<file path="config.mk">
export PLATFORM = sky130hd
export DESIGN_NAME = dpdt_top
export DESIGN_NICKNAME = d
export VERILOG_FILES = /design/src/verilog/dpdt_top.v
export VERILOG_INCLUDE_DIRS = /design/src /design/src/verilog
export SDC_FILE = /design/constraint.sdc
export NUM_CORES = 1
export LEC_CHECK = 0
export BUFFER_PORTS_ARGS = -buffer_cell sky130_fd_sc_hd__buf_2
export CELL_PAD_IN_SITES_DETAIL_PLACEMENT = 0
export CELL_PAD_IN_SITES_GLOBAL_PLACEMENT = 1
export CORE_MARGIN = 1
export CORE_UTILIZATION = 43
export CTS_BUF_LIST = sky130_fd_sc_hd__clkbuf_8
export DETAILED_ROUTE_END_ITERATION = 16
export GPL_ROUTABILITY_DRIVEN = 1
export PLACE_DENSITY = 0.91
export RECOVER_POWER = 50
export SLEW_MARGIN = 20
export SYNTH_ARGS = -nofsm -noshare
export SYNTH_HDL_FRONTEND = slang
export SYNTH_SLANG_ARGS = --single-unit
</file>
<file path="constraint.sdc">
create_clock -name pclk -period 3.9 [get_ports pclk]
set_input_delay 1.17 -clock pclk [delete_from_list [all_inputs] [get_ports pclk]]
set_output_delay 1.17 -clock pclk [all_outputs]
set_load 0.01 [all_outputs]
</file>
<file path="src/verilog/dpdt_map.vh">
/*
 * register map, field positions, reset values and divider constants of the
 * dual prescaled down timer.
 * assumes byte addresses on a 32-bit apb, one register per aligned word.
 */
`ifndef DPDT_MAP_VH
`define DPDT_MAP_VH

// ----------------------------------------------------------------------
// register indices; the apb byte address is the index times four
// ----------------------------------------------------------------------
`define DPDT_IDX_T1_PRESCALER 8'hD2
`define DPDT_IDX_T1_COUNTER 8'hD3
`define DPDT_IDX_T1_CONTROL 8'hD4
`define DPDT_IDX_T2_PRESCALER 8'hD5
`define DPDT_IDX_T2_COUNTER 8'hD6
`define DPDT_IDX_T2_CONTROL 8'hD7
`define DPDT_ADDR_W 10

// ----------------------------------------------------------------------
// control/status field positions
// ----------------------------------------------------------------------
`define DPDT_ZERO_FLAG 7
`define DPDT_ZERO_IRQ_EN 6
`define DPDT_PIN_OUT_SEL 5
`define DPDT_PIN_DATA 4
`define DPDT_PRESC_RUN 3
`define DPDT_TAP_HI 2

// ----------------------------------------------------------------------
// reset values and timing
// ----------------------------------------------------------------------
`define DPDT_CNT_RESET 8'hFF
`define DPDT_PSC_RESET 7'h7F
`define DPDT_CTL_RESET 8'h00
`define DPDT_INT_DIV 12
`define DPDT_DIV_W 4
`define DPDT_DIV_LAST 4'hB

`endif

</file>
<file path="src/verilog/dpdt_top.v">
/*
 * dual prescaled down timer: two 8-bit down counters, each behind a 7-bit
 * down prescaler with a tap select, apb register slave, and the timer 1 pin.
 * assumes pclk is the internal frequency and the pin input is synchronous.
 */
// Chosen here: the register addresses and register access over APB.
// Behaviour
// - two timers, 8-bit counter, 7-bit prescaler
// - counter decrements on tap rise, software rw
// - reaching zero sets zero flag
// - irq when flag and enable both set
// - internal clock divided by twelve, timer1 pin
// - prescaler decrements on input rising edge
// - tap select picks prescaler bit as clock
// - codes 0..7 give factors 1..128
// - run low forces prescaler ones, stops all
// - prescaler loadable 0..7Fh while running
// - gated mode counts only while pin high
// - event mode counts pin rising edges
// - output mode latches pin data on flag rise
// - only timer 1 has pin modes
// - writing 00h or bit7 sets flag
// - reset loads FFh, 7Fh, clears control
// - counter write beats coincident zero reach
// - counter and prescaler read live values
// - control bit layout 7 to 0
`timescale 1ns/1ns
`include "dpdt_map.vh"

// ----------------------------------------------------------------------
// one timer channel
// ----------------------------------------------------------------------
module dpdt_chan #(
   parameter HAS_PIN = 1
) (
   // clock and reset
   input wire pclk,
   input wire presetn,
   // common divided tick
   input wire tick_int,
   // register writes
   input wire wr_psc,
   input wire wr_cnt,
   input wire wr_ctl,
   input wire [7:0] wdata,
   // timer pin
   input wire pin_in,
   output reg pin_out,
   output wire pin_oe,
   // state
   output reg [7:0] down_counter_value,
   output reg [6:0] prescaler_value,
   output reg [7:0] timer_control_status,
   output wire irq
);
   // ----------------------------------------------------------------------
   // declarations
   // ----------------------------------------------------------------------
   // control fields
   wire zero_flag;
   wire zero_irq_enable;
   wire prescaler_run;
   wire pin_output_select;
   wire pin_data_value;
   wire [2:0] tap_select;
   // pin history and prescaler input
   reg pin_q;
   reg psc_tick;
   // prescaler decrement and the selected tap
   wire [6:0] next_psc;
   reg tap_now;
   reg tap_next;
   wire tap_rise;
   // counter events
   wire cnt_dec;
   wire hit_zero;
   wire sw_zero;
   wire flag_set;
   // output latch
   reg flag_q;
   wire flag_rise;

   // ----------------------------------------------------------------------
   // control fields
   // ----------------------------------------------------------------------
   // field split of the control byte
   assign zero_flag = timer_control_status[`DPDT_ZERO_FLAG];
   assign zero_irq_enable = timer_control_status[`DPDT_ZERO_IRQ_EN];
   assign prescaler_run = timer_control_status[`DPDT_PRESC_RUN];
   // timer 2 stores bits 5 and 4 but never acts on them
   assign pin_output_select = (HAS_PIN != 0) && timer_control_status[`DPDT_PIN_OUT_SEL];
   assign pin_data_value = timer_control_status[`DPDT_PIN_DATA];
   assign tap_select = timer_control_status[`DPDT_TAP_HI:0];

   // ----------------------------------------------------------------------
   // prescaler input
   // ----------------------------------------------------------------------
   // the pin is one clock old here; it only marks the edge, which is seen in the cycle the pin rises
   always @(posedge pclk or negedge presetn) begin
      if (!presetn)
         pin_q <= 1'b0; // matches the low idle level, so no false edge after reset
      else
         pin_q <= pin_in;
   end

   // prescaler input select; timer 2 ignores the pin
   always @* begin
      if (HAS_PIN == 0 || pin_output_select)
         psc_tick = tick_int;
      else if (pin_data_value)
         psc_tick = tick_int & pin_in;
      else
         psc_tick = pin_in & ~pin_q;
   end

   // ----------------------------------------------------------------------
   // tap selection
   // ----------------------------------------------------------------------
   // value the prescaler takes on its next tick
   assign next_psc = prescaler_value - 7'h01;

   // the selected bit before and after the tick; the counter clock rises
   // where it goes 0 -> 1, i.e. where the decrement borrows through it.
   // factor 1 has no bit of its own: every prescaler tick counts.
   always @* begin
      tap_now = 1'b0;
      tap_next = 1'b0;
      case (tap_select)
         3'h0: begin
            tap_now = 1'b0;
            tap_next = 1'b1;
         end
         3'h1: begin
            tap_now = prescaler_value[0];
            tap_next = next_psc[0];
         end
         3'h2: begin
            tap_now = prescaler_value[1];
            tap_next = next_psc[1];
         end
         3'h3: begin
            tap_now = prescaler_value[2];
            tap_next = next_psc[2];
         end
         3'h4: begin
            tap_now = prescaler_value[3];
            tap_next = next_psc[3];
         end
         3'h5: begin
            tap_now = prescaler_value[4];
            tap_next = next_psc[4];
         end
         3'h6: begin
            tap_now = prescaler_value[5];
            tap_next = next_psc[5];
         end
         3'h7: begin
            tap_now = prescaler_value[6];
            tap_next = next_psc[6];
         end
         default: begin
            tap_now = 1'b0;
            tap_next = 1'b0;
         end
      endcase
   end

   // counter clock edge
   assign tap_rise = psc_tick & ~tap_now & tap_next;

   // ----------------------------------------------------------------------
   // counter events
   // ----------------------------------------------------------------------
   // a stopped prescaler never clocks the counter
   assign cnt_dec = prescaler_run & tap_rise;
   // a software write beats a coincident reach of zero
   assign hit_zero = cnt_dec & (down_counter_value == 8'h01) & ~wr_cnt;
   // writing 00h to the counter also marks zero
   assign sw_zero = wr_cnt & (wdata == 8'h00);
   assign flag_set = hit_zero | sw_zero;
   // level request, also good as a wake-up
   assign irq = zero_flag & zero_irq_enable;
   assign pin_oe = pin_output_select;

   // ----------------------------------------------------------------------
   // state registers
   // ----------------------------------------------------------------------
   // down counter; runs on through zero so periodic use needs no reload
   always @(posedge pclk or negedge presetn) begin
      if (!presetn) begin
         down_counter_value <= `DPDT_CNT_RESET;
      end else if (wr_cnt) begin
         down_counter_value <= wdata;
      end else if (cnt_dec) begin
         down_counter_value <= down_counter_value - 8'h01; // wraps 00 -> FF
      end
   end

   // prescaler; held at all ones while stopped, so a write then is lost
   always @(posedge pclk or negedge presetn) begin
      if (!presetn) begin
         prescaler_value <= `DPDT_PSC_RESET;
      end else if (!prescaler_run) begin
         prescaler_value <= `DPDT_PSC_RESET;
      end else if (wr_psc) begin
         prescaler_value <= wdata[6:0];
      end else if (psc_tick) begin
         prescaler_value <= next_psc;
      end
   end

   // control byte; a hardware set in the cycle of a clearing write wins,
   // so a zero reached during the service routine is never lost
   always @(posedge pclk or negedge presetn) begin
      if (!presetn) begin
         timer_control_status <= `DPDT_CTL_RESET;
      end else if (wr_ctl) begin
         timer_control_status <= {wdata[7] | flag_set, wdata[6:0]};
      end else if (flag_set) begin
         timer_control_status[`DPDT_ZERO_FLAG] <= 1'b1;
      end
   end

   // ----------------------------------------------------------------------
   // output latch
   // ----------------------------------------------------------------------
   // flag history starts low like the flag itself, so reset gives no edge
   assign flag_rise = zero_flag & ~flag_q;

   // pin data latched on the flag's rising edge; a held flag latches once
   always @(posedge pclk or negedge presetn) begin
      if (!presetn) begin
         flag_q <= 1'b0;
         pin_out <= 1'b0;
      end else begin
         flag_q <= zero_flag;
         if (flag_rise && HAS_PIN != 0)
            pin_out <= pin_data_value;
      end
   end
endmodule

// ----------------------------------------------------------------------
// apb slave and the two channels
// ----------------------------------------------------------------------
module dpdt_top (
   // apb
   input wire pclk,
   input wire presetn,
   input wire psel,
   input wire penable,
   input wire pwrite,
   input wire [`DPDT_ADDR_W-1:0] paddr,
   input wire [31:0] pwdata,
   output wire pready,
   output reg [31:0] prdata,
   output wire pslverr,
   // timer 1 pin
   input wire timer_pin_in,
   output wire timer_pin_out,
   output wire timer_pin_oe,
   // interrupt requests, also usable as wait wake-up
   output wire timer1_irq,
   output wire timer2_irq
);
   reg [`DPDT_DIV_W-1:0] div_cnt;
   wire tick_int;
   wire [7:0] idx = paddr[`DPDT_ADDR_W-1:2];
   wire wr = psel & penable & pwrite;
   wire [7:0] cnt1, cnt2, ctl1, ctl2;
   wire [6:0] psc1, psc2;
   reg hit;

   // internal frequency divided by twelve, shared by both timers
   always @(posedge pclk or negedge presetn) begin
      if (!presetn)
         div_cnt <= {`DPDT_DIV_W{1'b0}};
      else if (div_cnt == `DPDT_DIV_LAST)
         div_cnt <= {`DPDT_DIV_W{1'b0}};
      else
         div_cnt <= div_cnt + 4'h1;
   end
   assign tick_int = (div_cnt == `DPDT_DIV_LAST);

   // zero wait states; unmapped addresses answer with an error
   assign pready = 1'b1;
   assign pslverr = psel & penable & ~hit;

   dpdt_chan #(.HAS_PIN(1)) u_t1 (
      .pclk(pclk), .presetn(presetn), .tick_int(tick_int),
      .wr_psc(wr & (idx == `DPDT_IDX_T1_PRESCALER)),
      .wr_cnt(wr & (idx == `DPDT_IDX_T1_COUNTER)),
      .wr_ctl(wr & (idx == `DPDT_IDX_T1_CONTROL)),
      .wdata(pwdata[7:0]), .pin_in(timer_pin_in),
      .pin_out(timer_pin_out), .pin_oe(timer_pin_oe),
      .down_counter_value(cnt1), .prescaler_value(psc1),
      .timer_control_status(ctl1), .irq(timer1_irq)
   );

   dpdt_chan #(.HAS_PIN(0)) u_t2 (
      .pclk(pclk), .presetn(presetn), .tick_int(tick_int),
      .wr_psc(wr & (idx == `DPDT_IDX_T2_PRESCALER)),
      .wr_cnt(wr & (idx == `DPDT_IDX_T2_COUNTER)),
      .wr_ctl(wr & (idx == `DPDT_IDX_T2_CONTROL)),
      .wdata(pwdata[7:0]), .pin_in(1'b0),
      .pin_out(), .pin_oe(),
      .down_counter_value(cnt2), .prescaler_value(psc2),
      .timer_control_status(ctl2), .irq(timer2_irq)
   );

   // live read mux; prescaler bit 7 reads zero
   always @* begin
      hit = 1'b1;
      prdata = 32'h00000000;
      case (idx)
         `DPDT_IDX_T1_PRESCALER: prdata = {25'h0000000, psc1};
         `DPDT_IDX_T1_COUNTER: prdata = {24'h000000, cnt1};
         `DPDT_IDX_T1_CONTROL: prdata = {24'h000000, ctl1};
         `DPDT_IDX_T2_PRESCALER: prdata = {25'h0000000, psc2};
         `DPDT_IDX_T2_COUNTER: prdata = {24'h000000, cnt2};
         `DPDT_IDX_T2_CONTROL: prdata = {24'h000000, ctl2};
         default: hit = 1'b0;
      endcase
   end
endmodule
</file>
==> impl_metrics.json, run 1 <==
{
  "powerDensity_nw_per_um2": 248,
  "routed_wirelength_mm": 9.16,
  "netlist_area_sq_um": 3910,
  "p_comb_share_pct": 11.2,
  "num_vias": 3156,
  "grt_pass1_wl_mm": 14.9,
  "drive_above_1_share_pct": 26.5,
  "wl_per_cell_um": 16.3,
  "yosys.area.top_type_share_pct": 20.1,
  "finalMaxSlewViolations": 0,
  "finalHoldViolCount": 0,
  "setup_ws_ns": 0.208,
  "synth.most_common_cell": "nand2_1",
  "synth_edf_count": 0,
  "status": "finished, final reports clean",
  "core_sq_um": 8760,
  "rsz0062_at_grt": "no",
  "fin_tns_setup_ns": 0,
  "cts_setup_buffers": 0,
  "antenna_found_initial": 0,
  "first_iter_violations": 207,
  "crit_fanout": 8,
  "vias_per_cell": 5.63,
  "htreeDepth": 2,
  "clk_pin_slew_worst_paths_ns": 0.11,
  "grt_pass1_vias": 2983,
  "maxCapViolCount": 0,
  "fillers": 856,
  "drc": 0,
  "fmax_mhz": 271,
  "worstMarginPinSlew_ns": 1.35,
  "cp.arrival_ns": 2.52,
  "synth_ff_type": "dfstp_2",
  "crit_path_start_kind": "input port",
  "cp-end-kind": "output port",
  "cts_buffers": 5,
  "syn_to_final_growth_pct": 7.10,
  "dpl.hpwl_mm": 6.60,
  "clk_latency_ns": 0.31,
  "p_clk_share_pct": 33.1,
  "synth_area_per_cell_sq_um": 9.21,
  "period_share_pct": 94.7,
  "switchingPower_uw": 298,
  "drtAntennaViolNets": 0,
  "crit_required_ns": 2.73,
  "synth-async-reset-ratio_pct": 100,
  "grt_max_degree": 54,
  "yosysTopAreaCell": "dfstp_2",
  "root_buffer": "clkbuf_8",
  "skew_ns": 0.00546,
  "cts_tree": "yes",
  "synthDistinctLibCells": 63,
  "yosys-top-cells-count": "nand2_1 (55), dfstp_2 (30), buf_4 (26)",
  "die_y_um": 97.4,
  "io-pin-count": 86,
  "hold_buffers": 0,
  "leakage_nw": 1.70,
  "clock-sinks": 53,
  "ys_seq_area_share_pct": 34.9,
  "rows": 34,
  "postLayoutCoreUtil_pct": 47.8,
  "initial_core_util_pct": 44.6,
  "dr.pass1.iters": 5,
  "cts_resized": 0,
  "io_buffers": 34,
  "synth.area.top_cells": "dfstp_2 (20%), dfrtp_1 (15%), mux2_2 (5.8%)",
  "intPower_uw": 741,
  "p_seq_share_pct": 55.7,
  "grt-ovfl-total": 0,
  "place_ws_ns": 0.239,
  "nets": 507,
  "track_usage_pct": 19.5,
  "ir_drop_uv": 146,
  "whs_ns": 0.465,
  "fp.dieW_um": 97.4,
  "diodes": 0,
  "setup_violations": 0,
  "clk_path_buf_depth": 2,
  "gp_congestion": 0.937,
  "ys_ff_latch": 53,
  "die-area_sq_um": 9480,
  "yosys_warnings": 0,
  "relSlewSlack_pct": 10.0,
  "fin_crit_ns": 3.69,
  "switching_share_pct": 28.7,
  "netlist_instances": 425,
  "hp-class": "register to register",
  "worstSetupPathType": "input port to output port"
}
[power by group through the flow]
stage | registers, mW | logic [mW] | clock network (mW)
after floorplan | 0.581 | 0.0893 | 0
after global placement | 0.588 | 0.115 | 0
after detailed placement | 0.587 | 0.117 | 0
after CTS | 0.578 | 0.118 | 0.355
after global routing | 0.580 | 0.129 | 0.372
final | 0.578 | 0.116 | 0.344
[per-layer routing]
layer	part of all wire, %	global-route usage (%)	up-vias
met5	0	0	-
met4	1.1	4.98	0
met3	5.9	3.24	9
met2	48	32.3	104
met1	45	26.5	1505
li1	-	-	1538
[state kept, by name, summed over array words and instances, names as in the netlist, 4 cells and up]
signal,count
u_t1.down_counter_value,8
u_t1.prescaler_value,7
u_t2.down_counter_value,8
u_t2.prescaler_value,7
u_t1.timer_control_status,8
div_cnt,4
u_t2.timer_control_status,8
[layout by cell type (no fill, tap or decap), types with 3 or more instances in the layout]
master    count
nand3_1       7
or3_1        10
nand2b_1      8
dfrtp_1      23
nor4_1        8
o22ai_1       3
mux2_2       20
clkbuf_8      5
xnor2_1      17
a31oi_1       6
conb_1       25
xor2_1        7
mux2i_1      15
buf_2        33
or4_1         4
a22oi_1       7
inv_1        17
o21ai_0      23
dfstp_2      30
nor2_1       24
buf_4         9
mux4_2        5
ha_1          7
nand3b_1      3
a21oi_1      11
nor3_1       10
o211ai_1     10
and3_1        4
nand2_1      55
nand4_1       4
[worst paths after layout]
path	start	to	slack (ns)	depth (start not counted)
worst max-delay path	paddr[5]	prdata[5]	0.21	6
worst min-delay path	div_cnt[0]$_DFF_PN0_	div_cnt[0]$_DFF_PN0_	0.46	1
worst max register to register	u_t1.prescaler_value[0]$_DFFE_PN1P_	u_t1.down_counter_value[6]$_DFFE_PN1P_	1.07	9
worst min register to register	div_cnt[0]$_DFF_PN0_	div_cnt[0]$_DFF_PN0_	0.46	1
max in group asynchronous	presetn	u_t1.timer_control_status[6]$_DFFE_PN0P_	1.86	2
min in group asynchronous	presetn	u_t1.timer_control_status[3]$_DFFE_PN0P_	1.24	2
[cell families after synthesis]
logic type,after synthesis,share of synthesized area [%]
muxes,41,13.1
and+or+nand+nor,156,21.8
xor gates and xnor gates,24,5.37
adders and majority gates,7,2.24
buffers and inverters,64,8.86
DFF,53,34.9
other,2,0.192
AOI/OAI and AO/OA,78,13.5
[cell type report]
| type | instances | area [sq um] | area share [%] |
|---|---|---|---|
| Tap cell | 108 | 135 | 3.22 |
| Inverter | 17 | 63.8 | 1.52 |
| Timing Repair Buffer | 44 | 241 | 5.76 |
| Sequential cell | 53 | 1360 | 32.5 |
| Clock inverter | 3 | 28.8 | 0.687 |
| Clock buffer | 5 | 68.8 | 1.64 |
| Multi-Input combinational cell | 331 | 2290 | 54.6 |
[worst max-delay path, cell delays in order]
cell     delay, ns
buf_2         0.09
nor2_1        0.09
nand4_1       0.33
nor2_1        0.46
a221o_1       0.25
buf_2         0.13
[per-stage QoR]
stage	area, sq um	std cells	power (mW)
after global placement	4100	553	0.702
after CTS	4190	561	1.05
after detailed placement	4100	553	0.705
final	4190	561	1.04
after global routing	4190	561	1.08
after floorplan	4000	448	0.671
Power figures use the tool's default switching activity.
==> inputs of run 2 (changes only) <==
--- a/config.mk
+++ b/config.mk
@@ -10,11 +10,11 @@
 export CELL_PAD_IN_SITES_DETAIL_PLACEMENT = 0
 export CELL_PAD_IN_SITES_GLOBAL_PLACEMENT = 1
 export CORE_MARGIN = 1
-export CORE_UTILIZATION = 43
+export CORE_UTILIZATION = 34
 export CTS_BUF_LIST = sky130_fd_sc_hd__clkbuf_8
 export DETAILED_ROUTE_END_ITERATION = 16
 export GPL_ROUTABILITY_DRIVEN = 1
-export PLACE_DENSITY = 0.91
+export PLACE_DENSITY = 0.79
 export RECOVER_POWER = 50
 export SLEW_MARGIN = 20
 export SYNTH_ARGS = -nofsm -noshare
==> constraint.sdc (replaced) <==
create_clock -name pclk -period 3.3 [get_ports pclk]
set_input_delay 0.99 -clock pclk [delete_from_list [all_inputs] [get_ports pclk]]
set_output_delay 0.99 -clock pclk [all_outputs]
set_load 0.01 [all_outputs]
==> run 2 against run 1 <==
Via count grew 1.4%. Clock skew up 0.0056 ns. Register-to-register slack worse by 0.57 ns. Non-clock buffer count up 10. Largest power group unchanged. Routed wire length rose by 6.6%. Clock-buffer cell count increased by 1. Combinational power up 27%.
==> impl_metrics.json, run 2 (same netlist as run 1, synthesis figures left out) <==
{
  "syn_to_final_growth_pct": 9.91,
  "crit_required_ns": 2.31,
  "diodes": 0,
  "crit_top_cell": "buf_2",
  "die_y_um": 109,
  "rows": 38,
  "clk_latency_ns": 0.31,
  "gp_congestion": 0.860,
  "drtAntennaViolNets": 0,
  "crit_fanout": 4,
  "p_comb_share_pct": 12.2,
  "root_buffer": "clkbuf_8",
  "hold_buffers": 0,
  "io-pin-count": 86,
  "skew_ns": 0.0111,
  "maxCapViolCount": 0,
  "grt_pass1_wl_mm": 16.3,
  "nets": 517,
  "finalHoldViolCount": 0,
  "initial_core_util_pct": 35.5,
  "path_cells": "buf_2 -> mux4_1 -> a22oi_1 -> nand2_1 -> buf_2",
  "period_share_pct": 96.7,
  "relSlewSlack_pct": 10.3,
  "leakage_nw": 1.74,
  "crit_path_start_kind": "input port",
  "switching_share_pct": 26.4,
  "wl_per_cell_um": 16.2,
  "cts_buffers": 5,
  "worstSetupPathType": "input port to output port",
  "mostFrequentLayoutCells": "nand2_1 (55), buf_2 (32), dfstp_2 (30)",
  "max_stage_delay_ns": 0.62,
  "fp.dieW_um": 109,
  "fin_crit_ns": 3.19,
  "cts_tree": "yes",
  "num_vias": 3201,
  "die-area_sq_um": 11900,
  "stdcell_count": 602,
  "routed_wirelength_mm": 9.76,
  "htreeDepth": 2,
  "drive_above_1_share_pct": 27.7,
  "core_sq_um": 11000,
  "grt_max_degree": 54,
  "cp.arrival_ns": 2.20,
  "grt_pass1_vias": 3192,
  "dpl.hpwl_mm": 7.13,
  "vias_per_cell": 5.32,
  "hp-class": "register to register",
  "grt-ovfl-total": 0,
  "first_iter_violations": 165,
  "clock-sinks": 53,
  "stdcell_area_sq_um": 4300,
  "switchingPower_uw": 317,
  "whs_ns": 0.464,
  "fin_tns_setup_ns": 0,
  "rsz0062_at_grt": "no",
  "cp_slowest_cell": "mux4_1",
  "dp_cells": 593,
  "intPower_uw": 884,
  "fmax_mhz": 313,
  "setup_violations": 0,
  "drc": 0,
  "layout_commonest_cell": "nand2_1",
  "finalMaxSlewViolations": 0,
  "io_buffers": 34,
  "cp-end-kind": "output port",
  "post_dp_cell_area_sq_um": 4200,
  "clk_pin_slew_worst_paths_ns": 0.09,
  "p_seq_share_pct": 56.9,
  "ir_drop_uv": 156,
  "worstMarginPinSlew_ns": 1.35,
  "status": "finished, final reports clean",
  "dr.pass1.iters": 4,
  "track_usage_pct": 17.8,
  "clk_path_buf_depth": 2,
  "antenna_found_initial": 0,
  "p_clk_share_pct": 30.9,
  "powerDensity_nw_per_um2": 279
}
[run 2: stage by stage]
step                      worst slack (ns)  total power, mW  util [%]
after global routing               0.00797             1.26      39.0
after detailed placement            0.0637            0.840      38.0
after floorplan                    0.00194            0.793         -
after CTS                           0.0630             1.22      38.8
final                                0.108             1.20      39.0
after global placement              0.0724            0.838      38.0
[run 2: power by group through the flow]
stage | logic, mW | clock network (mW) | registers (mW)
after floorplan | 0.106 | 0 | 0.687
after global placement | 0.144 | 0 | 0.694
after detailed placement | 0.145 | 0 | 0.695
after CTS | 0.146 | 0.391 | 0.684
after global routing | 0.164 | 0.411 | 0.686
final | 0.147 | 0.371 | 0.683
[run 2: worst paths after layout]
| path | cells past startpoint | start | endpoint | slack [ns] |
|---|---|---|---|---|
| worst min register to register | 1 | div_cnt[0]$_DFF_PN0_ | div_cnt[0]$_DFF_PN0_ | 0.46 |
| worst max-delay path | 5 | paddr[3] | prdata[0] | 0.11 |
| min in group asynchronous | 2 | presetn | u_t1.timer_control_status[7]$_DFFE_PN0P_ | 1.06 |
| max in group asynchronous | 2 | presetn | div_cnt[0]$_DFF_PN0_ | 1.43 |
| worst min-delay path | 1 | div_cnt[0]$_DFF_PN0_ | div_cnt[0]$_DFF_PN0_ | 0.46 |
| worst max register to register | 9 | u_t1.prescaler_value[0]$_DFFE_PN1P_ | u_t1.down_counter_value[6]$_DFFE_PN1P_ | 0.50 |
[run 2: worst max-delay path: cells and delay by family]
| family | cells | cell delay, ns |
|---|---|---|
| mux | 1 | 0.62 |
| buf+inv | 2 | 0.31 |
| compound gates | 1 | 0.20 |
| simple gates | 1 | 0.08 |
[run 2: repair_timing]
item | in CTS | in global routing
resized for setup | 0 | 2
setup endpoints to repair | 0 | 8
buffers inserted | 0 | 2
[run 2: area by class of cell]
class	count	area [sq um]
flip-flops and latches	53	1360
multi-input cells	331	2290
repair buffers	54	323
inverters	17	63.8
well taps	140	175
clock inverters	1	3.75
clock buffers	6	82.6
fillers	1121	6730
[run 2: per-layer routing]
layer  track usage, %  part of all wire (%)  wire (um)  up-vias
li1                 -                     -          -     1551
met5                0                     0          0        -
met1             24.3                    47       4590     1554
met2             28.9                    47       4590       85
met4             5.43                   1.4        137        0
met3             2.81                   4.5        439       11
==> inputs of run 3 (changes only) <==
--- a/config.mk
+++ b/config.mk
@@ -6,12 +6,13 @@
 export SDC_FILE = /design/constraint.sdc
 export NUM_CORES = 1
 export LEC_CHECK = 0
-export BUFFER_PORTS_ARGS = -buffer_cell sky130_fd_sc_hd__buf_2
+export BUFFER_PORTS_ARGS = -buffer_cell sky130_fd_sc_hd__buf_4
 export CELL_PAD_IN_SITES_DETAIL_PLACEMENT = 0
 export CELL_PAD_IN_SITES_GLOBAL_PLACEMENT = 1
 export CORE_MARGIN = 1
 export CORE_UTILIZATION = 34
 export CTS_BUF_LIST = sky130_fd_sc_hd__clkbuf_8
+export CTS_CLUSTER_DIAMETER = 150
 export DETAILED_ROUTE_END_ITERATION = 16
 export GPL_ROUTABILITY_DRIVEN = 1
 export PLACE_DENSITY = 0.79
==> run 3 against run 2 <==
Hold slack lost 0.0029 ns. Utilization is 0.60 points higher. First-iteration DRC count is 4.2% lower. Largest cell class unchanged. Largest power group unchanged. Highest routed layer unchanged.
==> impl_metrics.json, run 3 (same netlist as run 1, synthesis figures left out) <==
{
  "crit_end": "prdata[0]",
  "period_share_pct": 95.3,
  "crit_path_start_kind": "input port",
  "finalPower_mw": 1.25,
  "die-area_sq_um": 11900,
  "maxCapViolCount": 0,
  "drc": 0,
  "io-pin-count": 86,
  "routed_wirelength_mm": 9.88,
  "drtAntennaViolNets": 0,
  "clock-sinks": 53,
  "switchingPower_uw": 347,
  "core_sq_um": 11000,
  "mostFrequentLayoutCells": "nand2_1 (54), buf_4 (48), dfstp_2 (30)",
  "vias_per_cell": 5.34,
  "setup_violations": 0,
  "p_clk_share_pct": 32.9,
  "htreeDepth": 2,
  "root_buffer": "clkbuf_8",
  "p_comb_share_pct": 12.2,
  "ir_drop_uv": 156,
  "track_usage_pct": 17.8,
  "r2r_cells": 9,
  "rrSetupSlack_ns": 0.51,
  "multi_input_area_sq_um": 2300,
  "cp.arrival_ns": 2.16,
  "fmax_mhz": 318,
  "antenna_found_initial": 0,
  "clk_pin_slew_worst_paths_ns": 0.10,
  "finalMaxSlewViolations": 0,
  "cp-end-kind": "output port",
  "drive_above_1_share_pct": 27.9,
  "crit_required_ns": 2.31,
  "rows": 38,
  "clk_path_buf_depth": 2,
  "dpl.hpwl_mm": 7.14,
  "wl_per_cell_um": 16.5,
  "syn_to_final_growth_pct": 11.6,
  "fin_tns_setup_ns": 0,
  "finalHoldViolCount": 0,
  "leakage_nw": 1.74,
  "dr.pass1.iters": 4,
  "status": "finished, final reports clean",
  "clk_latency_ns": 0.32,
  "intPower_uw": 899,
  "gp_congestion": 0.865,
  "r2r-start": "u_t1.prescaler_value[0]$_DFFE_PN1P_",
  "fin_crit_ns": 3.15,
  "num_vias": 3198,
  "io_buffers": 34,
  "hp-class": "register to register",
  "crit_fanout": 4,
  "die_y_um": 109,
  "switching_share_pct": 27.9,
  "skew_ns": 0.0103,
  "first_iter_violations": 158,
  "initial_core_util_pct": 35.5,
  "powerDensity_nw_per_um2": 285,
  "regArea_sq_um": 1360,
  "cts_tree": "yes",
  "grt_max_degree": 54,
  "fillers": 1117,
  "hold_buffers": 0,
  "grt_pass1_wl_mm": 16.2,
  "cts_buffers": 5,
  "layout_commonest_cell": "nand2_1",
  "crit_start": "paddr[3]",
  "p_seq_share_pct": 54.8,
  "grt_pass1_vias": 3055,
  "nets": 513,
  "rsz0062_at_grt": "no",
  "fp.dieW_um": 109,
  "diodes": 0,
  "grt-ovfl-total": 0,
  "rr_endpoint": "u_t1.down_counter_value[6]$_DFFE_PN1P_",
  "worstSetupPathType": "input port to output port",
  "relSlewSlack_pct": 9.78,
  "worstMarginPinSlew_ns": 1.35
}
[run 3: changes by cell type in the layout (fill, tap and decap cells not counted), sizes merged]
cell      change
buf           -3
clkbuf        -1
clkinvlp      +1
[run 3: worst max-delay path, cell delays in order]
cell and delay [ns]:
buf_4 0.13, mux4_1 0.60, a22oi_1 0.21, nand2_1 0.08, buf_4 0.14
[run 3: cell type report]
type,instances,area share (%)
clock buffers,6,1.89
clock inverters,2,0.372
inverters,17,1.46
multi-input cells,331,52.6
flip-flops and latches,53,31.2
well taps,140,4.01
repair buffers,50,8.45
[run 3: power groups by stage]
stage	Sequential (mW)	Clock, mW	Combinational [mW]
2_1_floorplan	0.687	0	0.106
3_3_place_gp	0.694	0	0.150
3_5_place_dp	0.694	0	0.153
4_1_cts	0.684	0.427	0.153
5_1_grt	0.687	0.443	0.168
6_report	0.684	0.410	0.153
[run 3: layer usage]
layer / track usage [%] / share of wire [%]
met4: 4.00 / 1.6
met5: 0 / 0
met1: 24.1 / 48
met2: 29.4 / 47
met3: 3.05 / 4.1
[run 3: worst min-delay path by stage]
stage                                        startpoint                     to  slack [ns]  cells after the start
2_1_floorplan  u_t1.timer_control_status[7]$_DFFE_PN0P_  u_t1.flag_q$_DFF_PN0_        0.41                      0
3_3_place_gp   u_t1.timer_control_status[7]$_DFFE_PN0P_  u_t1.flag_q$_DFF_PN0_        0.44                      0
3_5_place_dp   u_t1.timer_control_status[7]$_DFFE_PN0P_  u_t1.flag_q$_DFF_PN0_        0.44                      0
4_1_cts                            div_cnt[0]$_DFF_PN0_   div_cnt[0]$_DFF_PN0_        0.47                      1
5_1_grt                            div_cnt[0]$_DFF_PN0_   div_cnt[0]$_DFF_PN0_        0.50                      1
6_report                           div_cnt[0]$_DFF_PN0_   div_cnt[0]$_DFF_PN0_        0.46                      1
[run 3: what timing repair did]
action	in CTS	in global routing
gates resized for setup	0	2
setup endpoints to repair	0	4
buffers inserted	0	1
[run 3: through the flow]
| stage | area (sq um) | instances | utilization [%] | worst slack (ns) | hold WS [ns] |
|---|---|---|---|---|---|
| global placement | 4260 | 590 | 38.6 | 0.137 | 0.444 |
| global route | 4370 | 599 | 39.6 | 0.0541 | 0.498 |
| detailed placement | 4260 | 590 | 38.6 | 0.123 | 0.436 |
| finish | 4370 | 599 | 39.6 | 0.154 | 0.461 |
| CTS | 4360 | 598 | 39.5 | 0.122 | 0.466 |
| floorplan | 4000 | 448 | - | 0.00194 | 0.407 |
